## config.mk

```make
export PLATFORM = sky130hd
export DESIGN_NAME = ssp_sync_port
export DESIGN_NICKNAME = d
export VERILOG_FILES = /design/src/verilog/ssp_pkg.sv /design/src/verilog/ssp_sync_port.sv
export SDC_FILE = /design/constraint.sdc
export NUM_CORES = 1
export LEC_CHECK = 0
export BUFFER_PORTS_ARGS = -buffer_cell sky130_fd_sc_hd__buf_4
export CAP_MARGIN = 20
export CELL_PAD_IN_SITES_DETAIL_PLACEMENT = 2
export CELL_PAD_IN_SITES_GLOBAL_PLACEMENT = 2
export CORE_ASPECT_RATIO = 1.4
export CORE_UTILIZATION = 30
export CTS_BUF_LIST = sky130_fd_sc_hd__clkbuf_4 sky130_fd_sc_hd__clkbuf_8 sky130_fd_sc_hd__clkbuf_16
export DETAILED_ROUTE_END_ITERATION = 6
export GPL_TIMING_DRIVEN = 0
export PLACE_DENSITY = 0.7
export SLEW_MARGIN = 30
export SYNTH_ARGS = -nofsm -noshare
export SYNTH_HDL_FRONTEND = slang
export SYNTH_SLANG_ARGS = --single-unit
```

## constraint.sdc

```tcl
create_clock -name clk -period 2.9 [get_ports clk]
set_input_delay 0.29 -clock clk [delete_from_list [all_inputs] [get_ports clk]]
set_output_delay 0.29 -clock clk [all_outputs]
set_load 0.02 [all_outputs]
```

## src/verilog/ssp_pkg.sv

```systemverilog
// constants and types for the synchronous channel serial port
package ssp_pkg;

  // ==========================================================
  // register map (byte addresses on the slave bus)
  localparam int unsigned ADDR_W = 4;
  localparam logic [3:0] REG_TX_DATA = 4'h0;
  localparam logic [3:0] REG_RX_DATA = 4'h4;
  localparam logic [3:0] REG_STATUS = 4'h8;

  // ==========================================================
  // status fields
  localparam int unsigned ST_TX_ROOM = 0;
  localparam int unsigned ST_RX_FRAMING = 1;
  localparam int unsigned ST_RX_VALID = 2;
  localparam int unsigned ST_RX_OVERRUN = 3;

  // ==========================================================
  // line coding
  localparam logic [7:0] FLAG_BYTE = 8'h7e;
  localparam logic [3:0] BURST_BITS = 4'h8;
  localparam logic [2:0] STUFF_RUN = 3'h5;
  localparam logic [2:0] BYTE_LAST = 3'h7;
  localparam logic [5:0] FLAG_EVERY = 6'h3c;
  localparam logic [9:0] SYNC_LOSS_BITS = 10'h280;

  // ==========================================================
  // values after reset
  localparam logic [7:0] BYTE_RST = 8'h00;
  localparam logic [31:0] WORD_RST = 32'h0000_0000;

  // ==========================================================
  // sampled pin group
  typedef struct packed {
    logic dc;
    logic oe;
    logic ie;
    logic cm;
    logic din;
  } ssp_pins_type;

endpackage : ssp_pkg

```

## src/verilog/ssp_sync_port.sv

```systemverilog
// synchronous channel serial port with avalon-mm register access
`timescale 1ns/10ps

module ssp_sync_port (
  // clock and reset
  input wire logic clk,
  input wire logic rstn,
  // register bus
  input wire logic [3:0] avs_address,
  input wire logic avs_read,
  input wire logic avs_write,
  input wire logic [31:0] avs_writedata,
  output logic [31:0] avs_readdata,
  output logic avs_waitrequest,
  // synchronous channel
  input wire logic sync_bit_clock,
  input wire logic sync_out_enable,
  input wire logic sync_in_enable,
  input wire logic clock_mode_select,
  input wire logic sync_bit_in,
  output logic sync_bit_out,
  output logic sync_bit_out_oe,
  // status lines
  output logic tx_room_status,
  output logic rx_framing_status
);

  // ==========================================================
  // pin synchronisers
  ssp_pkg::ssp_pins_type pins_raw;
  ssp_pkg::ssp_pins_type pin_meta_reg;
  ssp_pkg::ssp_pins_type pin_sync_reg;
  ssp_pkg::ssp_pins_type pin_last_reg;

  assign pins_raw = '{
    dc: sync_bit_clock,
    oe: sync_out_enable,
    ie: sync_in_enable,
    cm: clock_mode_select,
    din: sync_bit_in
  };

  always_ff @(posedge clk) begin
    if (!rstn) begin
      pin_meta_reg <= '0;
      pin_sync_reg <= '0;
      pin_last_reg <= '0;
    end else begin
      pin_meta_reg <= pins_raw;
      pin_sync_reg <= pin_meta_reg;
      pin_last_reg <= pin_sync_reg;
    end
  end

  wire dc_rise = pin_sync_reg.dc & ~pin_last_reg.dc;
  wire dc_fall = ~pin_sync_reg.dc & pin_last_reg.dc;
  wire burst = pin_sync_reg.cm;
  wire oe_on = pin_sync_reg.oe;
  wire ie_on = pin_sync_reg.ie;

  // ==========================================================
  // register bus decode, one wait state per access
  logic ack_reg;
  logic [31:0] rdata_reg;
  logic [31:0] rdata_mux;

  wire bus_req = avs_read | avs_write;
  wire bus_acc = bus_req & ack_reg;
  wire sel_tx = avs_address == ssp_pkg::REG_TX_DATA;
  wire sel_rx = avs_address == ssp_pkg::REG_RX_DATA;
  wire sel_st = avs_address == ssp_pkg::REG_STATUS;

  assign avs_waitrequest = bus_req & ~ack_reg;
  assign avs_readdata = rdata_reg;

  // ==========================================================
  // transmit holding word
  logic [7:0] tx_hold_reg;
  logic tx_full_reg;
  logic tx_room_reg;
  logic tx_take;

  wire wr_tx = bus_acc & avs_write & sel_tx & ~tx_full_reg;
  wire tx_full_next = (tx_full_reg & ~tx_take) | wr_tx;

  always_ff @(posedge clk) begin
    if (!rstn) begin
      tx_hold_reg <= ssp_pkg::BYTE_RST;
      tx_full_reg <= 1'b0;
      tx_room_reg <= 1'b0;
    end else begin
      if (wr_tx) begin
        tx_hold_reg <= avs_writedata[7:0];
      end
      tx_full_reg <= tx_full_next;
      tx_room_reg <= ~tx_full_next;
    end
  end

  assign tx_room_status = tx_room_reg;

  // ==========================================================
  // output strobe and burst counter
  logic [3:0] out_cnt_reg;
  logic oe_drive_reg;

  wire out_open = out_cnt_reg < ssp_pkg::BURST_BITS;
  // burst: rising clock, eight at most, eighth bit then holds
  wire launch_burst = burst & oe_on & dc_rise & out_open;
  // continuous: strobe rises when the clock falls while enabled
  wire launch_cont = ~burst & oe_on & dc_fall;
  wire launch = launch_burst | launch_cont;

  always_ff @(posedge clk) begin
    if (!rstn) begin
      out_cnt_reg <= 4'h0;
      oe_drive_reg <= 1'b0;
    end else begin
      oe_drive_reg <= oe_on;
      if (!oe_on) begin
        out_cnt_reg <= 4'h0;
      end else if (launch_burst) begin
        out_cnt_reg <= out_cnt_reg + 4'h1;
      end
    end
  end

  assign sync_bit_out_oe = oe_drive_reg;

  // ==========================================================
  // transmit formatter: flags, data, zero insertion
  logic [7:0] tx_sh_reg;
  logic [2:0] tx_left_reg;
  logic tx_empty_reg;
  logic tx_is_data_reg;
  logic [2:0] tx_ones_reg;
  logic [5:0] word_cnt_reg;
  logic out_bit_reg;

  wire stuff_now = tx_is_data_reg & (tx_ones_reg == ssp_pkg::STUFF_RUN);
  wire tx_load = launch & ~stuff_now & tx_empty_reg;
  wire use_data = tx_full_reg & (word_cnt_reg != ssp_pkg::FLAG_EVERY);
  wire [7:0] new_byte = use_data ? tx_hold_reg : ssp_pkg::FLAG_BYTE;
  wire cur_bit = tx_load ? new_byte[0] : tx_sh_reg[0];
  wire cur_data = tx_load ? use_data : tx_is_data_reg;

  assign tx_take = tx_load & use_data;

  always_ff @(posedge clk) begin
    if (!rstn) begin
      tx_sh_reg <= ssp_pkg::BYTE_RST;
      tx_left_reg <= 3'h0;
      tx_empty_reg <= 1'b1;
      tx_is_data_reg <= 1'b0;
      tx_ones_reg <= 3'h0;
      word_cnt_reg <= 6'h00;
      out_bit_reg <= 1'b0;
    end else if (launch && stuff_now) begin
      out_bit_reg <= 1'b0;
      tx_ones_reg <= 3'h0;
    end else if (launch) begin
      out_bit_reg <= cur_bit;
      tx_is_data_reg <= cur_data;
      tx_ones_reg <= (cur_data && cur_bit) ? tx_ones_reg + 3'h1 : 3'h0;
      if (tx_load) begin
        tx_sh_reg <= {1'b0, new_byte[7:1]};
        tx_left_reg <= ssp_pkg::BYTE_LAST;
        tx_empty_reg <= 1'b0;
        word_cnt_reg <= use_data ? word_cnt_reg + 6'h01 : 6'h00;
      end else begin
        tx_sh_reg <= {1'b0, tx_sh_reg[7:1]};
        tx_left_reg <= tx_left_reg - 3'h1;
        tx_empty_reg <= tx_left_reg == 3'h1;
      end
    end
  end

  assign sync_bit_out = out_bit_reg;

  // ==========================================================
  // input strobe and burst counter
  logic [3:0] in_cnt_reg;

  wire in_open = in_cnt_reg < ssp_pkg::BURST_BITS;
  // burst: falling clock, at most eight per enable window
  wire cap_burst = burst & ie_on & dc_fall & in_open;
  // continuous: nand strobe falls when the clock falls
  wire cap_cont = ~burst & ie_on & dc_fall;
  wire capture = cap_burst | cap_cont;

  always_ff @(posedge clk) begin
    if (!rstn) begin
      in_cnt_reg <= 4'h0;
    end else if (!ie_on) begin
      in_cnt_reg <= 4'h0;
    end else if (cap_burst) begin
      in_cnt_reg <= in_cnt_reg + 4'h1;
    end
  end

  // ==========================================================
  // receive: flag hunt, zero removal, byte assembly
  logic [7:0] rx_win_reg;
  logic [2:0] rx_ones_reg;
  logic [7:0] rx_sh_reg;
  logic [2:0] rx_cnt_reg;
  logic [9:0] gap_reg;
  logic framing_reg;
  logic [7:0] rx_byte_reg;
  logic rx_valid_reg;
  logic rx_ovr_reg;

  wire in_bit = pin_sync_reg.din;
  wire [7:0] win_next = {in_bit, rx_win_reg[7:1]};
  wire flag_seen = capture & (win_next == ssp_pkg::FLAG_BYTE);
  wire drop = ~in_bit & (rx_ones_reg == ssp_pkg::STUFF_RUN);
  wire keep = capture & ~flag_seen & ~drop;
  wire [7:0] sh_next = {in_bit, rx_sh_reg[7:1]};
  wire byte_stb = keep & framing_reg & (rx_cnt_reg == ssp_pkg::BYTE_LAST);
  wire sync_lost = capture & (gap_reg == ssp_pkg::SYNC_LOSS_BITS);

  wire rd_rx = bus_acc & avs_read & sel_rx;
  wire wr_st = bus_acc & avs_write & sel_st;
  wire ovr_clr = wr_st & avs_writedata[ssp_pkg::ST_RX_OVERRUN];

  always_ff @(posedge clk) begin
    if (!rstn) begin
      rx_win_reg <= ssp_pkg::BYTE_RST;
      rx_ones_reg <= 3'h0;
      rx_sh_reg <= ssp_pkg::BYTE_RST;
      rx_cnt_reg <= 3'h0;
      gap_reg <= 10'h000;
      framing_reg <= 1'b0;
    end else if (capture) begin
      rx_win_reg <= win_next;
      if (!in_bit) begin
        rx_ones_reg <= 3'h0;
      end else if (rx_ones_reg != 3'h7) begin
        rx_ones_reg <= rx_ones_reg + 3'h1;
      end
      if (flag_seen) begin
        rx_cnt_reg <= 3'h0;
        gap_reg <= 10'h000;
        framing_reg <= 1'b1;
      end else begin
        if (keep) begin
          rx_sh_reg <= sh_next;
          rx_cnt_reg <= rx_cnt_reg + 3'h1;
        end
        if (sync_lost) begin
          framing_reg <= 1'b0;
        end else begin
          gap_reg <= gap_reg + 10'h001;
        end
      end
    end
  end

  // received byte holding word, new byte wins over a read
  always_ff @(posedge clk) begin
    if (!rstn) begin
      rx_byte_reg <= ssp_pkg::BYTE_RST;
      rx_valid_reg <= 1'b0;
      rx_ovr_reg <= 1'b0;
    end else begin
      if (byte_stb) begin
        rx_byte_reg <= sh_next;
      end
      rx_valid_reg <= byte_stb | (rx_valid_reg & ~rd_rx);
      rx_ovr_reg <= (byte_stb & rx_valid_reg & ~rd_rx) |
                    (rx_ovr_reg & ~ovr_clr);
    end
  end

  assign rx_framing_status = framing_reg;

  // ==========================================================
  // read data
  logic [31:0] st_word;

  always_comb begin
    st_word = ssp_pkg::WORD_RST;
    st_word[ssp_pkg::ST_TX_ROOM] = tx_room_reg;
    st_word[ssp_pkg::ST_RX_FRAMING] = framing_reg;
    st_word[ssp_pkg::ST_RX_VALID] = rx_valid_reg;
    st_word[ssp_pkg::ST_RX_OVERRUN] = rx_ovr_reg;
  end

  assign rdata_mux = sel_tx ? {24'h000000, tx_hold_reg} :
                     sel_rx ? {24'h000000, rx_byte_reg} :
                     sel_st ? st_word : ssp_pkg::WORD_RST;

  always_ff @(posedge clk) begin
    if (!rstn) begin
      ack_reg <= 1'b0;
      rdata_reg <= ssp_pkg::WORD_RST;
    end else begin
      ack_reg <= bus_req & ~ack_reg;
      if (avs_read && !ack_reg) begin
        rdata_reg <= rdata_mux;
      end
    end
  end

endmodule : ssp_sync_port
```

==> impl_metrics.yaml, run 1 <==
hold_path:
  whs_path_depth: 2
  hold_class: "input port to flip-flop"
clocking:
  clock_latency_ps: 360
  cts_tree: "built"
  clock-root-buffer: "clkbuf_16"
  clockBufferDepth: 2
  clock_sinks: 102
  cts_setup_buffers: 0
  cts_buffers: 9
  cts_max_level: 3
  cts-resized-gates: 0
  cts_hold_buf: 0
  clk_pin_slew_ps: 70
yosys:
  synthFlopType: "dfxtp_1"
  yosys-top-cells-area: "dfxtp_1 (45%), mux2i_1 (6.4%), nand2_1 (6.1%), nor2_1 (5.0%), ha_1 (4.1%)"
  synth-seq-cells: 102
  yosys.cell_count.top_type: "dfxtp_1"
  synth_cell_types: 50
  synth_area_leader_cell: "dfxtp_1"
  synthTopCellsByCount: "dfxtp_1 (102), nand2_1 (74), nor2_1 (61)"
  avgSynthCellArea_um2: 8.62
  synth_top_cell_area_share_pct: 44.7
  syn_inst: 530
  ys_seq_area_share_pct: 44.7
  async_reset_ff_share_pct: 0
  syn_area_um2: 4570
  synth-edff-count: 0
  yosysWarnings: 0
timing:
  worst_pin_slew_ps: 873
  final_max_slew_viol_count: 0
  fin_crit_sh_pct: 78.5
  fin_crit_ps: 2280
  maxSlewHeadroom_pct: 41.5
  hold_viol: 0
  final.setup_skew_ps: 9.70
  final-setup-viol-count: 0
  max_freq_mhz: 439
  finalSetupTns_ps: 0
  rsz0062_at_grt: "no"
power:
  p_switching_uw: 679
  p_int_uw: 2240
  power_density_nw_per_um2: 535
  p_comb_share_pct: 5.8
  clockPowerShare_pct: 45.5
  vdd_drop_max_v: 0.000225
  p_seq_share_pct: 48.7
  p_sw_share_pct: 23.3
  p_leak_uw: 0.00205
floorplanning:
  io_pins: 82
  rows: 53
  dieArea_um2: 15700
  die_w_um: 106
  start_util_pct: 30.6
  core_um2: 14900
  die_y_um: 148
global_routing:
  grt_usage_pct: 17.5
  antenna_found_initial: 0
  grt_pass1_vias: 4181
  grt_max_degree: 17
  overflow: 0
  grt_pass1_wl_um: 21200
place:
  dp_hpwl_um: 10000
  dp.cells: 777
  numPortBuffers: 32
  gp_congestion: 0.775
worst_setup_path:
  cp.arrival_ps: 2570
  path_class: "flip-flop to flip-flop"
  end_kind: "flip-flop"
  crit_required_ps: 3190
  cp_max_fo: 8
  start_kind: "flip-flop"
  r2r.worst_path.cells: 5
run:
  cap_viol_max_count: 0
detailed_routing:
  vias: 3939
  wl_um: 13100
  drtIter0Drc: 66
  drt_pass1_iterations: 4
  route.detailed.drc: 0
  wire_per_inst_um: 16.5
  vias_per_cell: 4.97
  postRouteAntennaNets: 0
final_layout:
  largest_reg_flops: 10
  num-fill-cells: 1698
  layout-drive-gt1-share_pct: 13.1
  syn2layout_area_growth_pct: 19.4
  diodes: 0
  nets: 656
  final_cells: 793
status:
  status: "complete, no violations"
worst max-delay path, cell delays in order (launching register included):
cell	delay [ps]
dfxtp_1	380
or3b_4	460
a2111oi_4	550
nand2_2	160
or4_1	500
a21oi_1	150
power by group through the flow:
stage                     logic (µW)  clock network, µW  registers [µW]
final                            170               1330            1420
after CTS                        172               1360            1420
after global routing             185               1410            1420
after detailed placement         171                  0            1460
after global placement           168                  0            1450
after floorplan                  109                  0            1450
placed cells by master (no fill, tap or decap), types with 3 or more instances in the layout:
cell type and count:
clkbuf_1 19, nand4b_1 7, ha_1 15, o221ai_1 6, or3_1 3, mux2i_1 29
and3_1 7, nand3_1 14, o211ai_1 6, o31ai_1 4, a21oi_1 37, nand2b_1 3
inv_1 13, nand4_1 5, conb_1 24, buf_4 56, xor2_1 6, nor2_1 61
nand2_1 74, o21ai_0 25, nand3b_1 3, clkbuf_16 9, and2_1 13, xnor2_1 4
nor2b_1 8, dfxtp_1 102, nor3_1 9
logic make-up (layout without fill, tap and decap cells):
kind of cell	count (synthesis)	after routing	synth area share [%]
compound gates	95	95	13.0
fa+ha+maj	15	15	4.11
mux	29	29	6.35
xor+xnor	10	10	1.92
simple gates	219	219	23.0
other cells	1	24	0.0820
flops	102	102	44.7
buf+inv	59	107	6.84
layer usage:
| metal | global-route usage, % | wire [µm] |
|---|---|---|
| met1 | 19.6 | 5540 |
| met2 | 32.4 | 6960 |
| met3 | 2.69 | 317 |
| met4 | 7.50 | 283 |
| met5 | 0 | 0 |
metrics by stage:
step	hold WS (ps)	util (%)	cell area (µm²)	worst slack (ps)	power, µW
finish	136	36.6	5460	625	2920
global route	132	36.6	5460	451	3020
CTS	128	36.6	5460	608	2960
detailed placement	428	34.4	5140	645	1630
global placement	424	34.4	5140	679	1620
floorplan	412	-	4660	929	1560
cell type report:
| class | instances | area (µm²) | share of cell area, % |
|---|---|---|---|
| Clock buffer | 10 | 233 | 4.27 |
| Multi-Input combinational cell | 392 | 2300 | 42.2 |
| Buffer | 45 | 260 | 4.77 |
| Timing Repair Buffer | 32 | 240 | 4.40 |
| Sequential cell | 102 | 2040 | 37.4 |
| Inverter | 14 | 52.6 | 0.963 |
| Tap cell | 192 | 240 | 4.40 |
| Clock inverter | 6 | 86.3 | 1.58 |
path summary, 6_finish.rpt:
| path | start | to | slack (ps) |
|---|---|---|---|
| max | burst$_SDFF_PN0_ | word_cnt_reg[5]$_SDFFE_PN0P_ | 620 |
| min | sync_in_enable | pin_meta_reg[2]$_SDFF_PN0_ | 140 |
| max reg2reg | burst$_SDFF_PN0_ | word_cnt_reg[5]$_SDFFE_PN0P_ | 620 |
| min reg2reg | pin_meta_reg[0]$_SDFF_PN0_ | in_bit$_SDFF_PN0_ | 440 |
(Power assumes the default switching activity.)
==> run 2, diff against run 1 <==
clock period = 2.15 ns   (was 2.9 ns; I/O delays follow)
==> impl_metrics.yaml, run 2 (synthesis results as in run 1) <==
timing:
  final.setup_skew_ps: 7.96
  max_freq_mhz: 487
  rsz0062_at_grt: "yes"
  final-setup-viol-count: 0
  fin_crit_ps: 2050
  maxSlewHeadroom_pct: 41.7
  final_max_slew_viol_count: 0
  hold_viol: 0
  fin_crit_sh_pct: 95.5
  worst_pin_slew_ps: 870
floorplanning:
  start_util_pct: 30.6
  rows: 53
  die_y_um: 148
  die_w_um: 106
  dieArea_um2: 15700
  core_um2: 14900
  io_pins: 82
global_routing:
  overflow: 0
  grt_max_degree: 17
  grt_pass1_vias: 4214
  grt_usage_pct: 17.8
  grt_pass1_wl_um: 21600
  antenna_found_initial: 0
detailed_routing:
  wire_per_inst_um: 16.6
  route.detailed.drc: 0
  drt_pass1_iterations: 4
  wl_um: 13200
  postRouteAntennaNets: 0
  vias_per_cell: 4.96
  vias: 3951
  drtIter0Drc: 67
worst_setup_path:
  r2r-end: "word_cnt_reg[5]$_SDFFE_PN0P_"
  end_kind: "flip-flop"
  reg2reg_slack_ps: 100
  path_class: "flip-flop to flip-flop"
  cp.arrival_ps: 2340
  startpoint: "burst$_SDFF_PN0_"
  endpoint: "word_cnt_reg[5]$_SDFFE_PN0P_"
  cp_max_fo: 8
  crit_required_ps: 2440
  start_kind: "flip-flop"
  r2r.worst_path.cells: 5
  r2r_start: "burst$_SDFF_PN0_"
final_layout:
  final_common_cell: "dfxtp_1"
  multi_input_area_um2: 2330
  diodes: 0
  mostFrequentLayoutCells: "dfxtp_1 (99), nand2_1 (74), nor2_1 (61), buf_4 (59), a21oi_1 (36)"
  seqCellArea_um2: 2050
  fin_util_pct: 36.9
  num-fill-cells: 1692
  final_cell_area_um2: 5510
  largest_reg_flops: 10
  final_cells: 796
  nets: 659
  layout-drive-gt1-share_pct: 14.9
  syn2layout_area_growth_pct: 20.5
clocking:
  cts_buffers: 9
  clock-root-buffer: "clkbuf_16"
  clockBufferDepth: 2
  clk_pin_slew_ps: 70
  cts_tree: "built"
  clock_sinks: 102
  cts_hold_buf: 0
  cts_max_level: 3
  clock_latency_ps: 360
hold_path:
  min-delay-start: "sync_in_enable"
  hold_class: "input port to flip-flop"
place:
  gp_congestion: 0.775
  numPortBuffers: 32
  placed_area_um2: 5140
  dp.cells: 777
  dp_hpwl_um: 10000
power:
  p_leak_uw: 0.00207
  power_density_nw_per_um2: 714
  vdd_drop_max_v: 0.000288
status:
  status: "complete, no violations"
run:
  cap_viol_max_count: 0
==> run 2: changes by cell type in the layout (fill, tap and decap cells not counted), sizes merged <==
cell	delta
buf	+3
==> run 2: worst min path at each step <==
stage	to	slack [ps]	depth (start not counted)
floorplan	pin_meta_reg[0]$_SDFF_PN0_	340	1
global placement	oe_on$_SDFF_PN0_	420	1
detailed placement	oe_on$_SDFF_PN0_	430	1
CTS	pin_meta_reg[3]$_SDFF_PN0_	50	2
global route	pin_meta_reg[3]$_SDFF_PN0_	60	2
finish	pin_meta_reg[2]$_SDFF_PN0_	60	2
==> run 2: layer usage <==
layer  track usage (%)  vias to the layer above  part of all wire, %
met1              19.9                     1952                   42
met3              2.78                       21                  2.6
li1                  -                     1923                    -
met5                 0                        -                    0
met4              8.06                        0                  2.6
met2              32.7                       55                   53
==> run 2: final cells by class <==
| cell class | count | area share [%] |
|---|---|---|
| multi-input cells | 392 | 42.2 |
| flip-flops and latches | 102 | 37.1 |
| repair buffers | 35 | 4.77 |
| plain buffers | 45 | 4.75 |
| well taps | 192 | 4.36 |
| clock buffers | 10 | 4.22 |
| clock inverters | 6 | 1.57 |
| inverters | 14 | 0.954 |
==> run 2: worst max-delay path, stage by stage, from the launching register on <==
cell and delay, ps:
dfxtp_2 380, or3b_4 450, a2111oi_4 370, nand2_2 140, or4_1 500, a21oi_1 150
==> run 2: power breakdown <==
| part | switching [µW] | total (µW) | internal (µW) |
|---|---|---|---|
| clock | 753 | 1780 | 1030 |
| combinational | 144 | 230 | 86.8 |
| sequential | 15.6 | 1920 | 1900 |
| total | 912 | 3940 | 3020 |
==> run 2: metrics by stage <==
stage / power, µW / setup slack, ps / setup TNS, ps / hold WS (ps)
after global placement: 2190 / -70.8 / -528 / 424
final: 3940 / 96.7 / 0 / 62.6
after floorplan: 2110 / 179 / 0 / 342
after CTS: 3990 / -4.66 / -4.66 / 52.7
after detailed placement: 2190 / -105 / -1140 / 428
after global routing: 4080 / -0.116 / -0.116 / 56.6
==> run 2: repair_timing <==
item / CTS / global route
resized for setup: 4 / 7
pin swaps: 1 / 2
endpoints found under the setup margin: 20 / 22
buffers inserted: 1 / 2
==> run 3, diff against run 2 <==
CORE_UTILIZATION = 33   (was 30)
PLACE_DENSITY = 0.76   (was 0.7)
==> impl_metrics.yaml, run 3 (synthesis results as in run 1) <==
final_layout:
  layout-drive-gt1-share_pct: 14.6
  nets: 659
  largest_reg_flops: 10
  diodes: 0
  final_common_cell: "dfxtp_1"
  syn2layout_area_growth_pct: 19.6
  mostFrequentLayoutCells: "dfxtp_1 (101), nand2_1 (74), nor2_1 (61), buf_4 (59), a21oi_1 (36)"
  final_cell_area_um2: 5470
power:
  vdd_drop_max_v: 0.000305
  p_switching_uw: 871
  p_comb_share_pct: 6.1
  clockPowerShare_pct: 43.1
  p_seq_share_pct: 50.8
  p_sw_share_pct: 23.0
  total_power_uw: 3780
  power_density_nw_per_um2: 692
  p_leak_uw: 0.00206
  p_int_uw: 2910
detailed_routing:
  vias_per_cell: 5.01
  wl_um: 13100
  postRouteAntennaNets: 0
  vias: 3932
  drtIter0Drc: 64
  route.detailed.drc: 0
  wire_per_inst_um: 16.7
  drt_pass1_iterations: 4
timing:
  rsz0062_at_grt: "no"
  worst_pin_slew_ps: 848
  max_freq_mhz: 491
  fin_crit_sh_pct: 94.7
  fin_crit_ps: 2040
  final-setup-viol-count: 0
  hold_viol: 0
  finalSetupTns_ps: 0
  final.setup_skew_ps: 8.09
  final_max_slew_viol_count: 0
  maxSlewHeadroom_pct: 43.2
floorplanning:
  dieArea_um2: 14300
  rows: 50
  die_y_um: 141
  start_util_pct: 34.0
  core_um2: 13500
  die_w_um: 101
  io_pins: 82
clocking:
  cts_buffers: 9
  clockBufferDepth: 2
  clk_pin_slew_ps: 70
  clock_latency_ps: 350
  clock_sinks: 102
  clock-root-buffer: "clkbuf_16"
  cts_hold_buf: 0
  cts_max_level: 3
  cts_tree: "built"
global_routing:
  grt_use_met1_pct: 21.5
  overflow: 0
  met3_usage_pct: 3.10
  grt_most_used_layer: "met2"
  antenna_found_initial: 0
  grt_pass1_wl_um: 21300
  grt_max_degree: 16
  grt_pass1_vias: 4221
  grt_usage_pct: 19.5
  met2_usage_pct: 36.5
hold_path:
  min-delay-start: "sync_in_enable"
  hold_class: "input port to flip-flop"
  worst_hold_path.endpoint: "pin_meta_reg[2]$_SDFF_PN0_"
  whs_path_depth: 2
place:
  numPortBuffers: 32
  placed_area_um2: 5120
  dp_hpwl_um: 10100
  gp_congestion: 0.756
worst_setup_path:
  r2r_start: "pin_last_reg[4]$_SDFF_PN0_"
  start_kind: "flip-flop"
  cp_max_fo: 5
  r2r.worst_path.cells: 5
  end_kind: "flip-flop"
  path_class: "flip-flop to flip-flop"
  crit_required_ps: 2430
  cp.arrival_ps: 2320
  reg2reg_slack_ps: 110
  r2r-end: "word_cnt_reg[5]$_SDFFE_PN0P_"
status:
  status: "complete, no violations"
run:
  cap_viol_max_count: 0
run 3: cell types whose count changed in the layout (fill, tap and decap cells not counted), sizes merged:
| cell | change |
|---|---|
| bufinv | -1 |
| clkinvlp | -1 |
| clkinv | +1 |
run 3: stage by stage:
| step | cells | hold slack, ps | worst slack, ps | util (%) |
|---|---|---|---|---|
| after floorplan | 553 | 342 | 179 | - |
| after global placement | 767 | 421 | -51.7 | 38.1 |
| after detailed placement | 767 | 430 | -104 | 38.1 |
| after CTS | 783 | 60.3 | 37.7 | 40.4 |
| after global routing | 785 | 70.1 | 9.10 | 40.6 |
| final | 785 | 69.4 | 114 | 40.6 |
run 3: how the worst max path moves through the flow:
stage                                    to                       start  slack [ps]
2_1_floorplan  word_cnt_reg[5]$_SDFFE_PN0P_            burst$_SDFF_PN0_         180
3_3_place_gp   word_cnt_reg[5]$_SDFFE_PN0P_            burst$_SDFF_PN0_         -50
3_5_place_dp    rx_byte_reg[7]$_SDFFE_PN0P_  pin_sync_reg[4]$_SDFF_PN0_        -100
4_1_cts         rx_byte_reg[7]$_SDFFE_PN0P_  pin_sync_reg[4]$_SDFF_PN0_          40
5_1_grt         rx_byte_reg[5]$_SDFFE_PN0P_  pin_sync_reg[4]$_SDFF_PN0_           9
6_report       word_cnt_reg[5]$_SDFFE_PN0P_  pin_last_reg[4]$_SDFF_PN0_         110
run 3: final cells by class:
class                      count  area [µm²]
clock buffer                  10         239
buffer                        45         263
clock inverter                 5        50.0
fill                        1559        7990
inverter                      14        52.6
timing repair buffer          35         263
multi-input combinational    392        2330
tap                          182         228
sequential                   102        2040
run 3: worst max-delay path, stage by stage, from the launching register on:
cell	delay, ps
dfxtp_1	370
or3b_4	440
a2111oi_4	370
nand2_2	150
or4_1	480
a21oi_1	160
run 3: repair_timing:
| action | in CTS | in global routing |
|---|---|---|
| endpoints found under the hold margin | 0 | 0 |
| resized for setup | 4 | 7 |
| setup buffers | 1 | 2 |
| gates cloned | 0 | 0 |
| endpoints found under the setup margin | 20 | 19 |
| pin swaps | 1 | 2 |
run 3: power groups by stage:
stage	sequential, µW	combinational (µW)	clock (µW)
final	1920	231	1630
after global routing	1920	251	1770
after CTS	1920	231	1680
after detailed placement	1960	229	0
after global placement	1960	224	0
after floorplan	1960	147	0
run 3: routing by layer:
metal,share of wire [%],wire (µm)
met2,55,7230
met1,41,5370
met5,0,0
met3,2.0,260
met4,2.1,272
